### config.mk
export PLATFORM = sky130hd
export DESIGN_NAME = fdcr_regs
export DESIGN_NICKNAME = d
export VERILOG_FILES = /design/src/pkg/fdcr_pkg.sv /design/src/verilog/fdcr_regs.sv /design/src/verilog/fdcr_edge.sv
export VERILOG_INCLUDE_DIRS = /design/src /design/src/pkg
export SDC_FILE = /design/constraint.sdc
export NUM_CORES = 1
export LEC_CHECK = 0
export BUFFER_PORTS_ARGS = -buffer_cell sky130_fd_sc_hd__buf_2
export CELL_PAD_IN_SITES_DETAIL_PLACEMENT = 0
export CELL_PAD_IN_SITES_GLOBAL_PLACEMENT = 1
export CORE_MARGIN = 1
export CORE_UTILIZATION = 32
export DETAILED_ROUTE_END_ITERATION = 7
export GPL_TIMING_DRIVEN = 1
export PLACE_DENSITY_LB_ADDON = 0.1
export SLEW_MARGIN = 20
export SYNTH_ARGS = -nofsm -noshare
export SYNTH_HDL_FRONTEND = slang
export SYNTH_SLANG_ARGS = --single-unit
### constraint.sdc
create_clock -name CLK_SYS_IN -period 2.1 [get_ports CLK_SYS_IN]
set_input_delay 0.42 -clock CLK_SYS_IN [delete_from_list [all_inputs] [get_ports CLK_SYS_IN]]
set_output_delay 0.42 -clock CLK_SYS_IN [all_outputs]
set_load 0.02 [all_outputs]
### src/pkg/fdcr_defines.svh
// Purpose: constants of the floppy drive control/status register block
// Assumes: 40 MHz controller clock, byte-wide host bus with 3 address bits
// Notes: offsets are byte offsets from the floppy I/O base
// Functional notes
// [RL1] second-gen mode: status bit 3 toggles on each read data falling edge
// [RL2] second-gen mode: status bit 4 toggles on each write data falling edge
// [RL3] second-gen mode: status bit 5 mirrors drive select bit 0, soft reset keeps it
// [RL4] second-gen mode: status bits 7 and 6 always read one
// [RL5] compact mode: status shows select lows, second-drive pin, resets 1100011
// [RL6] compact mode: bit 2 latches write gate rising edge until input-reg read
// [RL7] compact mode: bit 3 latches read data falling edge until input-reg read
// [RL8] compact mode: bit 4 latches write data falling edge, write gate ignored
// [RL9] output control resets to zero, always writable, kept through soft reset
// [RL10] output control bits 1:0 pick one drive, one select low at most
// [RL11] bit 2 low holds soft reset until one is written; nothing else changes
// [RL12] soft reset lasts at least 100 ns, even for back-to-back 0 then 1
// [RL13] baseline/compact: bit 3 gates dma ack, count, request and interrupt
// [RL14] second-gen: dma and interrupt pins always enabled, bit 3 still reset
// [RL15] bits 7:4 each assert the matching active-low motor output
// [RL16] normal decode: drive 0 with motor 0, drive 1 with motor 1
// [RL17] swapped decode exchanges selects and motor outputs of drives 0 and 1
// [RL18] host writes 1c for drive 0 and 2d for drive 1 to start it
// [RL19] tape register steers nothing and survives soft reset
// [RL20] normal mode: tape register reads bits 1:0 only, 7:2 undriven
// [RL21] tape select code: 00 none, 01 drive 1, 10 drive 2, 11 drive 3
// [RL22] enhanced mode 2: media id pins read as bits 7:6, reset-free
// [RL23] baseline mode: status read leaves the data bus undriven
// [RL24] enhanced mode 2: bits 5:4 give drive type picked by drive number
`ifndef FDCR_DEFINES_SVH
`define FDCR_DEFINES_SVH
`define FDCR_OFF_STATUS_B 3'h1
`define FDCR_OFF_OUT_CTRL 3'h2
`define FDCR_OFF_TAPE 3'h3
`define FDCR_OFF_DIN 3'h7
`define FDCR_OUT_CTRL_RESET 8'h00
`define FDCR_TAPE_RESET 2'h0
`define FDCR_BIT_SEL0 0
`define FDCR_BIT_NRST 2
`define FDCR_BIT_DMA_IRQ_GATE_BIT 3
`define FDCR_BIT_MOT0 4
`define FDCR_BIT_MOT1 5
`define FDCR_BIT_MOT2 6
`define FDCR_BIT_MOT3 7
`define FDCR_CLK_PERIOD_NS 25
`define FDCR_SRST_MIN_NS 100
`define FDCR_SRST_CYCLES ((`FDCR_SRST_MIN_NS + `FDCR_CLK_PERIOD_NS - 1) / `FDCR_CLK_PERIOD_NS)
`define FDCR_OE_NONE 8'h00
`define FDCR_OE_ALL 8'hff
`define FDCR_OE_TAPE_NORMAL 8'h03
`endif

### src/pkg/fdcr_pkg.sv
// Purpose: types of the floppy drive control/status register block
// Assumes: nothing beyond the defines header
// Notes: codes are one-hot
package fdcr_pkg;
  // host-selected compatibility mode
  typedef enum logic [2:0] {
    FDCR_MODE_BASE = 3'b001,
    FDCR_MODE_GEN2 = 3'b010,
    FDCR_MODE_COMPACT = 3'b100
  } fdcr_mode_t;
  // soft reset sequencer states
  typedef enum logic [2:0] {
    FDCR_SR_RUN = 3'b001,
    FDCR_SR_HOLD = 3'b010,
    FDCR_SR_STRETCH = 3'b100
  } fdcr_sr_t;
endpackage

### src/verilog/fdcr_regs.sv
// Purpose: output control, status B and tape registers with drive decode
// Assumes: host strobes are one-cycle pulses synchronous to CLK_SYS_IN
// Notes: read data and enables appear one cycle after the read strobe
`timescale 1ns/10ps
`include "fdcr_defines.svh"
module fdcr_regs (
  input wire logic CLK_SYS_IN,
  input wire logic SYS_RST_IN,
  input wire logic [2:0] ADDR_IN,
  input wire logic [7:0] DATA_IN,
  input wire logic RD_STB_IN,
  input wire logic WR_STB_IN,
  input wire logic [2:0] MODE_IN,
  input wire logic SWAP_DRIVES_IN,
  input wire logic TAPE_ENH_IN,
  input wire logic [7:0] CFG_F1_IN,
  input wire logic [7:0] CFG_F2_IN,
  input wire logic [1:0] MEDIA_ID_IN,
  input wire logic RD_DATA_IN,
  input wire logic WR_DATA_IN,
  input wire logic WRITE_GATE_IN,
  input wire logic SECOND_DRIVE_PRESENT_LOW_IN,
  input wire logic DMA_REQUEST_IN,
  input wire logic IRQ_IN,
  input wire logic DMA_ACK_LOW_IN,
  input wire logic TRANSFER_END_COUNT_IN,
  output logic [7:0] DATA_OUT,
  output logic [7:0] DATA_OE_OUT,
  output logic DRIVE_SEL0_LOW_OUT,
  output logic DRIVE_SEL1_LOW_OUT,
  output logic DRIVE_SEL2_LOW_OUT,
  output logic DRIVE_SEL3_LOW_OUT,
  output logic [3:0] MOTOR_ON_LOW_OUT,
  output logic SOFT_RST_OUT,
  output logic DMA_REQUEST_OUT,
  output logic DMA_REQUEST_OE_OUT,
  output logic IRQ_OUT,
  output logic IRQ_OE_OUT,
  output logic DMA_ACK_LOW_OUT,
  output logic TRANSFER_END_COUNT_OUT
);
  logic [7:0] out_ctrl;
  logic [7:0] next_out_ctrl;
  logic [1:0] tape_sel;
  logic [1:0] next_tape_sel;
  logic rd_toggle, wr_toggle, next_rd_toggle, next_wr_toggle;
  logic wg_latch, rd_latch, wd_latch;
  logic next_wg_latch, next_rd_latch, next_wd_latch;
  fdcr_pkg::fdcr_sr_t sr_state, next_sr_state;
  logic [2:0] sr_cnt, next_sr_cnt;
  logic [7:0] next_data, next_oe;
  logic [3:0] next_sel_low, next_mot_low, sel_low;
  logic next_soft_rst, next_dma_en_pins;
  logic next_drq, next_drq_oe, next_irq, next_irq_oe, next_dack_low, next_tc;
  logic rd_fall, wd_fall, wg_rise;
  logic wr_ctrl, wr_tape, rd_din;
  logic [7:0] status_b;
  logic [7:0] tape_read;
  logic [1:0] type_id;

  // edge detectors on drive-side signals
  fdcr_edge #(.RISE(1'b0)) u_rd_edge (
    .clk_in(CLK_SYS_IN), .rst_in(SYS_RST_IN), .sig_in(RD_DATA_IN), .pulse_out(rd_fall));
  fdcr_edge #(.RISE(1'b0)) u_wd_edge (
    .clk_in(CLK_SYS_IN), .rst_in(SYS_RST_IN), .sig_in(WR_DATA_IN), .pulse_out(wd_fall));
  fdcr_edge #(.RISE(1'b1)) u_wg_edge (
    .clk_in(CLK_SYS_IN), .rst_in(SYS_RST_IN), .sig_in(WRITE_GATE_IN), .pulse_out(wg_rise));

  // access decode
  assign wr_ctrl = WR_STB_IN & (ADDR_IN == `FDCR_OFF_OUT_CTRL);
  assign wr_tape = WR_STB_IN & (ADDR_IN == `FDCR_OFF_TAPE);
  assign rd_din = RD_STB_IN & (ADDR_IN == `FDCR_OFF_DIN);

  // register writes
  always_comb begin
    next_out_ctrl = out_ctrl;
    next_tape_sel = tape_sel;
    // [RL9] always writable control
    if (wr_ctrl) begin
      next_out_ctrl = DATA_IN;
    end
    // [RL19] [RL21] stored tape select only
    if (wr_tape) begin
      next_tape_sel = DATA_IN[1:0];
    end
  end
  always_ff @(posedge CLK_SYS_IN or posedge SYS_RST_IN) begin
    if (SYS_RST_IN) begin
      out_ctrl <= `FDCR_OUT_CTRL_RESET;
      tape_sel <= `FDCR_TAPE_RESET;
    end else begin
      out_ctrl <= next_out_ctrl;
      tape_sel <= next_tape_sel;
    end
  end

  // drive status toggles and latches
  always_comb begin
    // [RL1] read data toggle
    next_rd_toggle = rd_toggle ^ rd_fall;
    // [RL2] write data toggle
    next_wr_toggle = wr_toggle ^ wd_fall;
    // [RL6] write gate latch, set beats clear
    next_wg_latch = wg_rise | (wg_latch & ~rd_din);
    // [RL7] read data latch
    next_rd_latch = rd_fall | (rd_latch & ~rd_din);
    // [RL8] write data latch, not gated by write gate
    next_wd_latch = wd_fall | (wd_latch & ~rd_din);
  end
  always_ff @(posedge CLK_SYS_IN or posedge SYS_RST_IN) begin
    if (SYS_RST_IN) begin
      rd_toggle <= 1'b0;
      wr_toggle <= 1'b0;
      wg_latch <= 1'b0;
      rd_latch <= 1'b0;
      wd_latch <= 1'b0;
    end else begin
      rd_toggle <= next_rd_toggle;
      wr_toggle <= next_wr_toggle;
      wg_latch <= next_wg_latch;
      rd_latch <= next_rd_latch;
      wd_latch <= next_wd_latch;
    end
  end

  // soft reset sequencer: held while bit low, then stretched to the minimum
  always_comb begin
    next_sr_state = sr_state;
    next_sr_cnt = sr_cnt;
    case (sr_state)
      fdcr_pkg::FDCR_SR_RUN: begin
        // [RL11] zero written starts the hold
        if (!next_out_ctrl[`FDCR_BIT_NRST]) begin
          next_sr_state = fdcr_pkg::FDCR_SR_HOLD;
          next_sr_cnt = 3'(`FDCR_SRST_CYCLES - 1);
        end
      end
      fdcr_pkg::FDCR_SR_HOLD: begin
        if (sr_cnt != 3'h0) begin
          next_sr_cnt = sr_cnt - 3'h1;
        end
        // [RL12] back-to-back release still waits out the minimum
        if (next_out_ctrl[`FDCR_BIT_NRST]) begin
          next_sr_state = (sr_cnt != 3'h0) ? fdcr_pkg::FDCR_SR_STRETCH
                                          : fdcr_pkg::FDCR_SR_RUN;
        end
      end
      fdcr_pkg::FDCR_SR_STRETCH: begin
        if (sr_cnt != 3'h0) begin
          next_sr_cnt = sr_cnt - 3'h1;
        end
        if (!next_out_ctrl[`FDCR_BIT_NRST]) begin
          next_sr_state = fdcr_pkg::FDCR_SR_HOLD;
        end else if (sr_cnt == 3'h0) begin
          next_sr_state = fdcr_pkg::FDCR_SR_RUN;
        end
      end
      default: begin
        next_sr_state = fdcr_pkg::FDCR_SR_HOLD;
        next_sr_cnt = 3'(`FDCR_SRST_CYCLES - 1);
      end
    endcase
  end
  always_ff @(posedge CLK_SYS_IN or posedge SYS_RST_IN) begin
    if (SYS_RST_IN) begin
      sr_state <= fdcr_pkg::FDCR_SR_HOLD;
      sr_cnt <= 3'(`FDCR_SRST_CYCLES - 1);
    end else begin
      sr_state <= next_sr_state;
      sr_cnt <= next_sr_cnt;
    end
  end

  // drive select and motor decode
  always_comb begin
    // [RL10] [RL16] one select from the binary drive number
    next_sel_low = 4'hf;
    case (next_out_ctrl[1:0])
      2'h0: next_sel_low[0] = ~next_out_ctrl[`FDCR_BIT_MOT0];
      2'h1: next_sel_low[1] = ~next_out_ctrl[`FDCR_BIT_MOT1];
      2'h2: next_sel_low[2] = ~next_out_ctrl[`FDCR_BIT_MOT2];
      2'h3: next_sel_low[3] = ~next_out_ctrl[`FDCR_BIT_MOT3];
      default: next_sel_low = 4'hf;
    endcase
    // [RL15] motor bits drive active-low motor outputs
    next_mot_low = ~next_out_ctrl[7:4];
    // [RL17] swapped decode exchanges drives 0 and 1
    if (SWAP_DRIVES_IN) begin
      next_sel_low[1:0] = {next_sel_low[0], next_sel_low[1]};
      next_mot_low[1:0] = {next_mot_low[0], next_mot_low[1]};
    end
  end

  // dma and interrupt pin gating
  always_comb begin
    // [RL13] [RL14] bit 3 gates pins except in second-gen mode
    next_dma_en_pins = (MODE_IN == fdcr_pkg::FDCR_MODE_GEN2) |
                       next_out_ctrl[`FDCR_BIT_DMA_IRQ_GATE_BIT];
    next_drq = DMA_REQUEST_IN;
    next_irq = IRQ_IN;
    next_drq_oe = next_dma_en_pins;
    next_irq_oe = next_dma_en_pins;
    next_dack_low = next_dma_en_pins ? DMA_ACK_LOW_IN : 1'b1;
    next_tc = next_dma_en_pins & TRANSFER_END_COUNT_IN;
    next_soft_rst = (next_sr_state != fdcr_pkg::FDCR_SR_RUN);
  end

  // status B contents per mode
  always_comb begin
    status_b = 8'h00;
    if (MODE_IN == fdcr_pkg::FDCR_MODE_COMPACT) begin
      // [RL5] compact layout from select pins
      status_b = {SECOND_DRIVE_PRESENT_LOW_IN, sel_low[1], sel_low[0], wd_latch,
                  rd_latch, wg_latch, sel_low[3], sel_low[2]};
    end else begin
      // [RL3] [RL4] second-gen layout
      status_b = {2'b11, out_ctrl[`FDCR_BIT_SEL0], wr_toggle, rd_toggle,
                  WRITE_GATE_IN, out_ctrl[`FDCR_BIT_MOT1], out_ctrl[`FDCR_BIT_MOT0]};
    end
  end

  // tape register read value
  always_comb begin
    // [RL24] drive type pair picked by drive number
    case (out_ctrl[1:0])
      2'h0: type_id = CFG_F2_IN[1:0];
      2'h1: type_id = CFG_F2_IN[3:2];
      2'h2: type_id = CFG_F2_IN[5:4];
      2'h3: type_id = CFG_F2_IN[7:6];
      default: type_id = 2'h0;
    endcase
    // [RL22] media id pins, polarity set by config
    tape_read = {MEDIA_ID_IN[1] ^ CFG_F1_IN[5], MEDIA_ID_IN[0] ^ CFG_F1_IN[4], type_id,
                 CFG_F1_IN[7:6], tape_sel};
  end

  // host read mux
  always_comb begin
    next_data = 8'h00;
    next_oe = `FDCR_OE_NONE;
    if (RD_STB_IN) begin
      case (ADDR_IN)
        `FDCR_OFF_STATUS_B: begin
          next_data = status_b;
          // [RL23] baseline mode leaves the bus undriven
          next_oe = (MODE_IN == fdcr_pkg::FDCR_MODE_BASE) ? `FDCR_OE_NONE : `FDCR_OE_ALL;
        end
        `FDCR_OFF_OUT_CTRL: begin
          next_data = out_ctrl;
          next_oe = `FDCR_OE_ALL;
        end
        `FDCR_OFF_TAPE: begin
          // [RL20] normal mode drives bits 1:0 only
          next_data = TAPE_ENH_IN ? tape_read : {6'h00, tape_sel};
          next_oe = TAPE_ENH_IN ? `FDCR_OE_ALL : `FDCR_OE_TAPE_NORMAL;
        end
        default: begin
          next_data = 8'h00;
          next_oe = `FDCR_OE_NONE;
        end
      endcase
    end
  end

  // output flops
  always_ff @(posedge CLK_SYS_IN or posedge SYS_RST_IN) begin
    if (SYS_RST_IN) begin
      DATA_OUT <= 8'h00;
      DATA_OE_OUT <= `FDCR_OE_NONE;
      sel_low <= 4'hf;
      MOTOR_ON_LOW_OUT <= 4'hf;
      SOFT_RST_OUT <= 1'b1;
      DMA_REQUEST_OUT <= 1'b0;
      DMA_REQUEST_OE_OUT <= 1'b0;
      IRQ_OUT <= 1'b0;
      IRQ_OE_OUT <= 1'b0;
      DMA_ACK_LOW_OUT <= 1'b1;
      TRANSFER_END_COUNT_OUT <= 1'b0;
    end else begin
      DATA_OUT <= next_data;
      DATA_OE_OUT <= next_oe;
      sel_low <= next_sel_low;
      MOTOR_ON_LOW_OUT <= next_mot_low;
      SOFT_RST_OUT <= next_soft_rst;
      DMA_REQUEST_OUT <= next_drq;
      DMA_REQUEST_OE_OUT <= next_drq_oe;
      IRQ_OUT <= next_irq;
      IRQ_OE_OUT <= next_irq_oe;
      DMA_ACK_LOW_OUT <= next_dack_low;
      TRANSFER_END_COUNT_OUT <= next_tc;
    end
  end
  assign DRIVE_SEL0_LOW_OUT = sel_low[0];
  assign DRIVE_SEL1_LOW_OUT = sel_low[1];
  assign DRIVE_SEL2_LOW_OUT = sel_low[2];
  assign DRIVE_SEL3_LOW_OUT = sel_low[3];
endmodule

### src/verilog/fdcr_edge.sv
// Purpose: single-signal edge detector giving a one-cycle pulse
// Assumes: input synchronous to the clock
// Notes: RISE selects rising (1) or falling (0) edge
`timescale 1ns/10ps
module fdcr_edge #(
  parameter bit RISE = 1'b1
) (
  input wire logic clk_in,
  input wire logic rst_in,
  input wire logic sig_in,
  output logic pulse_out
);
  logic prev;
  logic next_prev;
  // remember last level
  always_comb begin
    next_prev = sig_in;
  end
  always_ff @(posedge clk_in or posedge rst_in) begin
    if (rst_in) begin
      prev <= 1'b0;
    end else begin
      prev <= next_prev;
    end
  end
  // edge pulse
  assign pulse_out = RISE ? (sig_in & ~prev) : (~sig_in & prev);
endmodule

==> run_results.csv, run 1 <==
group,metric,value,unit
global_route,grt_max_degree,49,
final_layout,drive_above_1_share,0.4553,
clocking,root_buffer,"clkbuf_8",
synth,synth_async_sr_flop_share,1.000,
synth,syn_avg_cell_area,12.06,sq um
floorplan,die_width,85.29,um
pwr,ir_drop,415.6,uV
sta,period_share,0.7895,
clocking,cts_buffers,5,
route,routed_wl,4.969,mm
clocking,cts.sinks,48,
synth,yosysWarnings,0,
sta,finalClockSkew,0.004180,ns
clocking,cts.clk_slew.worst_paths,0.09,ns
global_route,grt.overflow.total,0,
route,wl_met1,2.346,mm
clocking,clk_path_buf_depth,2,
synth,yosysSeqAreaShare,0.5485,
sta,fin_tns_setup,0,ns
clocking,post_cts_buffers,0,
floorplan,ios,77,
synth,synth_area,2220,sq um
final_layout,layout_commonest_cell,"buf_2",
route,top_layer,"met4",
final_layout,n_fill_cell,642,
global_route,grt_pass1_wl,8.169,mm
clocking,clk_latency,0.30,ns
pwr,power_density,914.9,nW/um^2
status,status,"complete, no violations",
critical_path,cp_max_fo,14,
placement,io_buffers,72,
synth,synth_edf_count,0,
final_layout,final_cell_mix,"buf_2, dfrtp_1, dfstp_2, nand2_1, nor2_1",
critical_path,critPathKind,"input pin to register",
final_layout,layout-area-overhead-vs-synth,22.94,%
sta,hold_viol,0,
route,drt_pass1_iterations,4,
critical_path,worstPathRequired,2.30,ns
route,initialDrtViolationCount,102,
final_layout,fin_nets,304,
floorplan,start_util,0.3398,
critical_path,cp.arrival,1.86,ns
floorplan,core-area,6531,sq um
sta,worst_pin_slew,0.3437,ns
global_route,first_global_vias,1628,
placement,dp_hpwl,3.574,mm
pwr,leakagePower,1.302,nW
clocking,cts_tree,"yes",
synth,synth_nets,232,
synth,ys_ff_latch,48,
floorplan,die_y,85.29,um
sta,slew_viol_final,0,
final_layout,postLayoutCellArea,2729,sq um
synth,syn_inst,184,
clocking,cts_hold_buf,0,
global_route,antenna_found_initial,0,
route,drc,0,
sta,relSlewSlack,0.7643,
clocking,ctsResizeCount,0,
worst_hold_path,hold_class,"input pin to async pin",
route,post_drt_via_cell_ratio,4.763,
sta,grt_setup_unrepaired,"no",
route,wire_per_inst,14.88,um
clocking,h-tree-depth,2,
critical_path,cp-end-kind,"register",
synth,synth_cell_types,45,
sta,fmax,603.1,MHz
floorplan,dieArea,7274,sq um
critical_path,cp-start-kind,"input pin",
final_layout,n_antenna_cell,0,
global_route,grt_use_total,0.1494,
synth,synthFlopType,"dfrtp_1",
route,via_count,1591,
run,max-cap-violations,0,
route,drt.antenna.violating_nets,0,
floorplan,rows,29,
placement,gp_congestion,0.7522,
route,wl_met3,258,um
placement,placed_area,2635,sq um
sta,setup_viol,0,
route,routed-wl-met2,2.311,mm
sta,finalCriticalPeriod,1.658,ns
[layout make-up]
cell class / instances / area (sq um) / area share
Sequential cell: 48 / 1217 / 0.4461
Multi-Input combinational cell: 114 / 865.8 / 0.3173
Timing Repair Buffer: 79 / 425.4 / 0.1559
Tap cell: 77 / 96.34 / 0.03530
Clock buffer: 7 / 86.33 / 0.03164
Inverter: 8 / 30.03 / 0.01100
Clock inverter: 1 / 7.507 / 0.002751
[kinds of logic (layout without fill, tap and decap cells)]
logic type | Yosys count | count (layout) | synth area share
mux | 23 | 23 | 0.1234
simple gates | 52 | 52 | 0.1387
fa+ha+maj | 2 | 2 | 0.01127
compound gates | 32 | 32 | 0.09696
buf+inv | 22 | 95 | 0.06144
flops | 48 | 48 | 0.5485
xor+xnor | 5 | 5 | 0.01973
[cell usage after synthesis (all sizes together) (2+ instances only)]
master	n	share of area
o21ai	8	0.018
o211ai	4	0.014
o32ai	2	0.011
clkbuf	2	0.0034
dfrtp	35	0.39
nand2b	9	0.025
nand2	12	0.020
nand3	2	0.0045
a22oi	5	0.017
nor2	11	0.019
mux2	12	0.063
mux4	2	0.020
ha	2	0.011
and2	2	0.0056
mux2i	9	0.041
a222oi	2	0.0090
dfstp	13	0.15
nor3b	4	0.018
inv	8	0.014
buf	12	0.045
nor2b	3	0.0085
xor2	3	0.012
xnor2	2	0.0079
a21oi	8	0.018
[path summary, 6_finish.rpt]
check | startpoint | to | slack, ns | cells past startpoint
worst max-delay path | ADDR_IN[2] | TRANSFER_END_COUNT_OUT | 0.44 | 6
worst min-delay path | SYS_RST_IN | rd_toggle | 0.15 | 3
worst max register to register | out_ctrl[0] | DATA_OUT[4] | 0.65 | 3
worst min register to register | u_wg_edge.prev | wg_latch | 0.45 | 1
max in group asynchronous | SYS_RST_IN | MOTOR_ON_LOW_OUT[1] | 1.67 | 3
min in group CLK_SYS_IN | DMA_REQUEST_IN | DMA_REQUEST_OUT | 0.22 | 1
[registers in the layout (all words and copies together) (netlist names)]
register and count:
IRQ_OE_OUT 1, DATA_OE_OUT 2, u_wg_edge.prev 1, DMA_ACK_LOW_OUT 1, DATA_OUT 8, sr_state 3, wr_toggle 1, tape_sel 2
SOFT_RST_OUT 1, IRQ_OUT 1, out_ctrl 8, sel_low 4, MOTOR_ON_LOW_OUT 4, wg_latch 1, u_rd_edge.prev 1, DMA_REQUEST_OUT 1
rd_toggle 1, TRANSFER_END_COUNT_OUT 1, wd_latch 1, rd_latch 1, sr_cnt 3, u_wd_edge.prev 1
[power breakdown]
group          switching (mW)  internal [mW]  total (mW)
clock network           0.304          0.268       0.572
logic                   0.370          0.309       0.679
registers               0.112           1.13        1.24
total                   0.787           1.71        2.50
[critical path, cell delays in order]
cell and delay [ns]:
buf_2 0.15, nor4bb_4 0.26, buf_4 0.27, mux2_4 0.32
or2_1 0.25, and2_1 0.16
[layer usage]
layer / global-route usage / up-vias
met4: 0.04545 / 0
li1: - / 783
met1: 0.1965 / 749
met5: 0 / -
met2: 0.2412 / 55
met3: 0.04086 / 4
[through the flow]
step	util	hold slack (ns)	instances	setup WS (ns)	power [mW]
finish	0.4178	0.1482	334	0.4420	2.497
global route	0.4178	0.1607	334	0.3801	2.660
CTS	0.4178	0.1511	334	0.4399	2.537
detailed placement	0.4034	0.4388	326	0.1135	1.949
global placement	0.4034	0.4193	326	0.1410	1.945
floorplan	-	0.3996	184	0.3260	1.741
Power figures use the tool's default switching activity.
==> run 2: changes to the inputs <==
Clock period 2.1 ns to 1.5 ns, I/O delays scaled along.
==> run_results.csv, run 2 (synthesis results as in run 1) <==
group,metric,value,unit
pwr,leakagePower,1.386,nW
global_route,grt_max_degree,49,
pwr,switching_share,0.3041,
sta,grt_setup_unrepaired,"no",
sta,fmax,701.6,MHz
pwr,p_clk_frac,0.252,
pwr,seqPwrFrac,0.474,
pwr,intPower,2.561,mW
clocking,cts_tree,"yes",
global_route,grt.overflow.total,0,
pwr,p_switching,1.119,mW
sta,worst_pin_slew,0.6983,ns
route,post_drt_via_cell_ratio,4.719,
final_layout,final_util,0.4377,
final_layout,layout-area-overhead-vs-synth,28.80,%
clocking,root_buffer,"clkbuf_8",
pwr,power_frac_comb,0.275,
route,initialDrtViolationCount,55,
pwr,power_density,1287,nW/um^2
sta,setup_viol,0,
clocking,clk_path_buf_depth,2,
sta,finalClockSkew,0.006656,ns
placement,io_buffers,72,
floorplan,start_util,0.3398,
final_layout,n_antenna_cell,0,
worst_hold_path,hold_class,"input pin to async pin",
final_layout,largest_registers,"DATA_OUT x8, out_ctrl x8",
floorplan,core-area,6531,sq um
clocking,cts_hold_buf,0,
clocking,cts.clk_slew.worst_paths,0.09,ns
clocking,cts_buffers,5,
sta,relSlewSlack,0.5313,
global_route,grt_pass1_wl,8.010,mm
floorplan,ios,77,
critical_path,cp-start-kind,"register",
route,drc,0,
placement,dp_hpwl,3.790,mm
floorplan,die_width,85.29,um
global_route,grt_use_total,0.1468,
run,max-cap-violations,0,
sta,holdWs,0.02176,ns
route,routed_wl,5.063,mm
route,drt.antenna.violating_nets,0,
route,wire_per_inst,14.51,um
sta,finalCriticalPeriod,1.425,ns
sta,hold_viol,0,
final_layout,layout_commonest_cell,"buf_2",
route,drt_pass1_iterations,4,
sta,finalWorstSetupSlack,0.07472,ns
floorplan,dieArea,7274,sq um
status,status,"complete, no violations",
global_route,antenna_found_initial,0,
clocking,clk_latency,0.30,ns
clocking,post_cts_buffers,0,
global_route,first_global_vias,1588,
critical_path,cp_max_fo,3,
placement,place_ws,-0.2024,ns
critical_path,cp-end-kind,"register",
clocking,cts.sinks,48,
final_layout,final_cell_mix,"buf_2, dfrtp_1, buf_4, dfstp_2, nand2_1",
critical_path,critPathKind,"register to register",
floorplan,die_y,85.29,um
floorplan,rows,29,
critical_path,cp.arrival,1.62,ns
pwr,ir_drop,572.4,uV
route,via_count,1647,
final_layout,fin_nets,319,
critical_path,worstPathRequired,1.70,ns
sta,period_share,0.9502,
final_layout,drive_above_1_share,0.4890,
clocking,ctsResizeCount,0,
placement,gp_congestion,0.7392,
clocking,h-tree-depth,2,
sta,slew_viol_final,0,
-- run 2: path summary, 6_finish.rpt --
kind / from / endpoint / slack, ns / cells past startpoint
setup / recovery: sr_cnt[0] / sr_state[0] / 0.07 / 6
hold / removal: SYS_RST_IN / u_wd_edge.prev / 0.02 / 3
setup reg to reg: sr_cnt[0] / sr_state[0] / 0.07 / 6
hold reg to reg: u_wg_edge.prev / wg_latch / 0.45 / 1
max in group asynchronous: SYS_RST_IN / MOTOR_ON_LOW_OUT[0] / 1.18 / 3
min in group CLK_SYS_IN: DMA_REQUEST_IN / DMA_REQUEST_OUT / 0.11 / 1
-- run 2: layer usage --
metal,GRT usage,up-vias,wire [um]
met5,0,-,0
li1,-,811,-
met4,0.04697,0,76
met1,0.2043,766,2462
met3,0.03891,8,285
met2,0.2236,62,2238
-- run 2: through the flow --
stage / area (sq um) / instances / power, mW / TNS (ns)
6_report: 2859 / 349 / 3.679 / 0
3_3_place_gp: 2748 / 341 / 2.792 / -2.164
3_5_place_dp: 2748 / 341 / 2.789 / -2.125
2_1_floorplan: 2228 / 184 / 2.440 / -0.2574
4_1_cts: 2859 / 349 / 3.744 / 0
5_1_grt: 2859 / 349 / 3.912 / 0
-- run 2: critical path: stages, from the launching register on --
cell	delay, ns
dfstp_2	0.53
inv_1	0.07
ha_1	0.22
nand2b_1	0.11
o21a_1	0.13
o21ai_0	0.09
and2_1	0.17
-- run 2: cell type report --
class / count / area (sq um)
fill: 637 / 3672
sequential: 48 / 1217
multi-input combinational: 114 / 865.8
timing repair buffer: 94 / 538.0
tap: 77 / 96.34
clock buffer: 5 / 68.82
clock inverter: 3 / 42.54
inverter: 8 / 30.03
-- run 2: power by group through the flow --
stage	sequential, mW	combinational [mW]	clock (mW)
detailed placement	1.77	1.02	0
global route	1.77	1.12	1.02
floorplan	1.81	0.627	0
global placement	1.77	1.02	0
finish	1.74	1.01	0.926
CTS	1.75	1.03	0.971
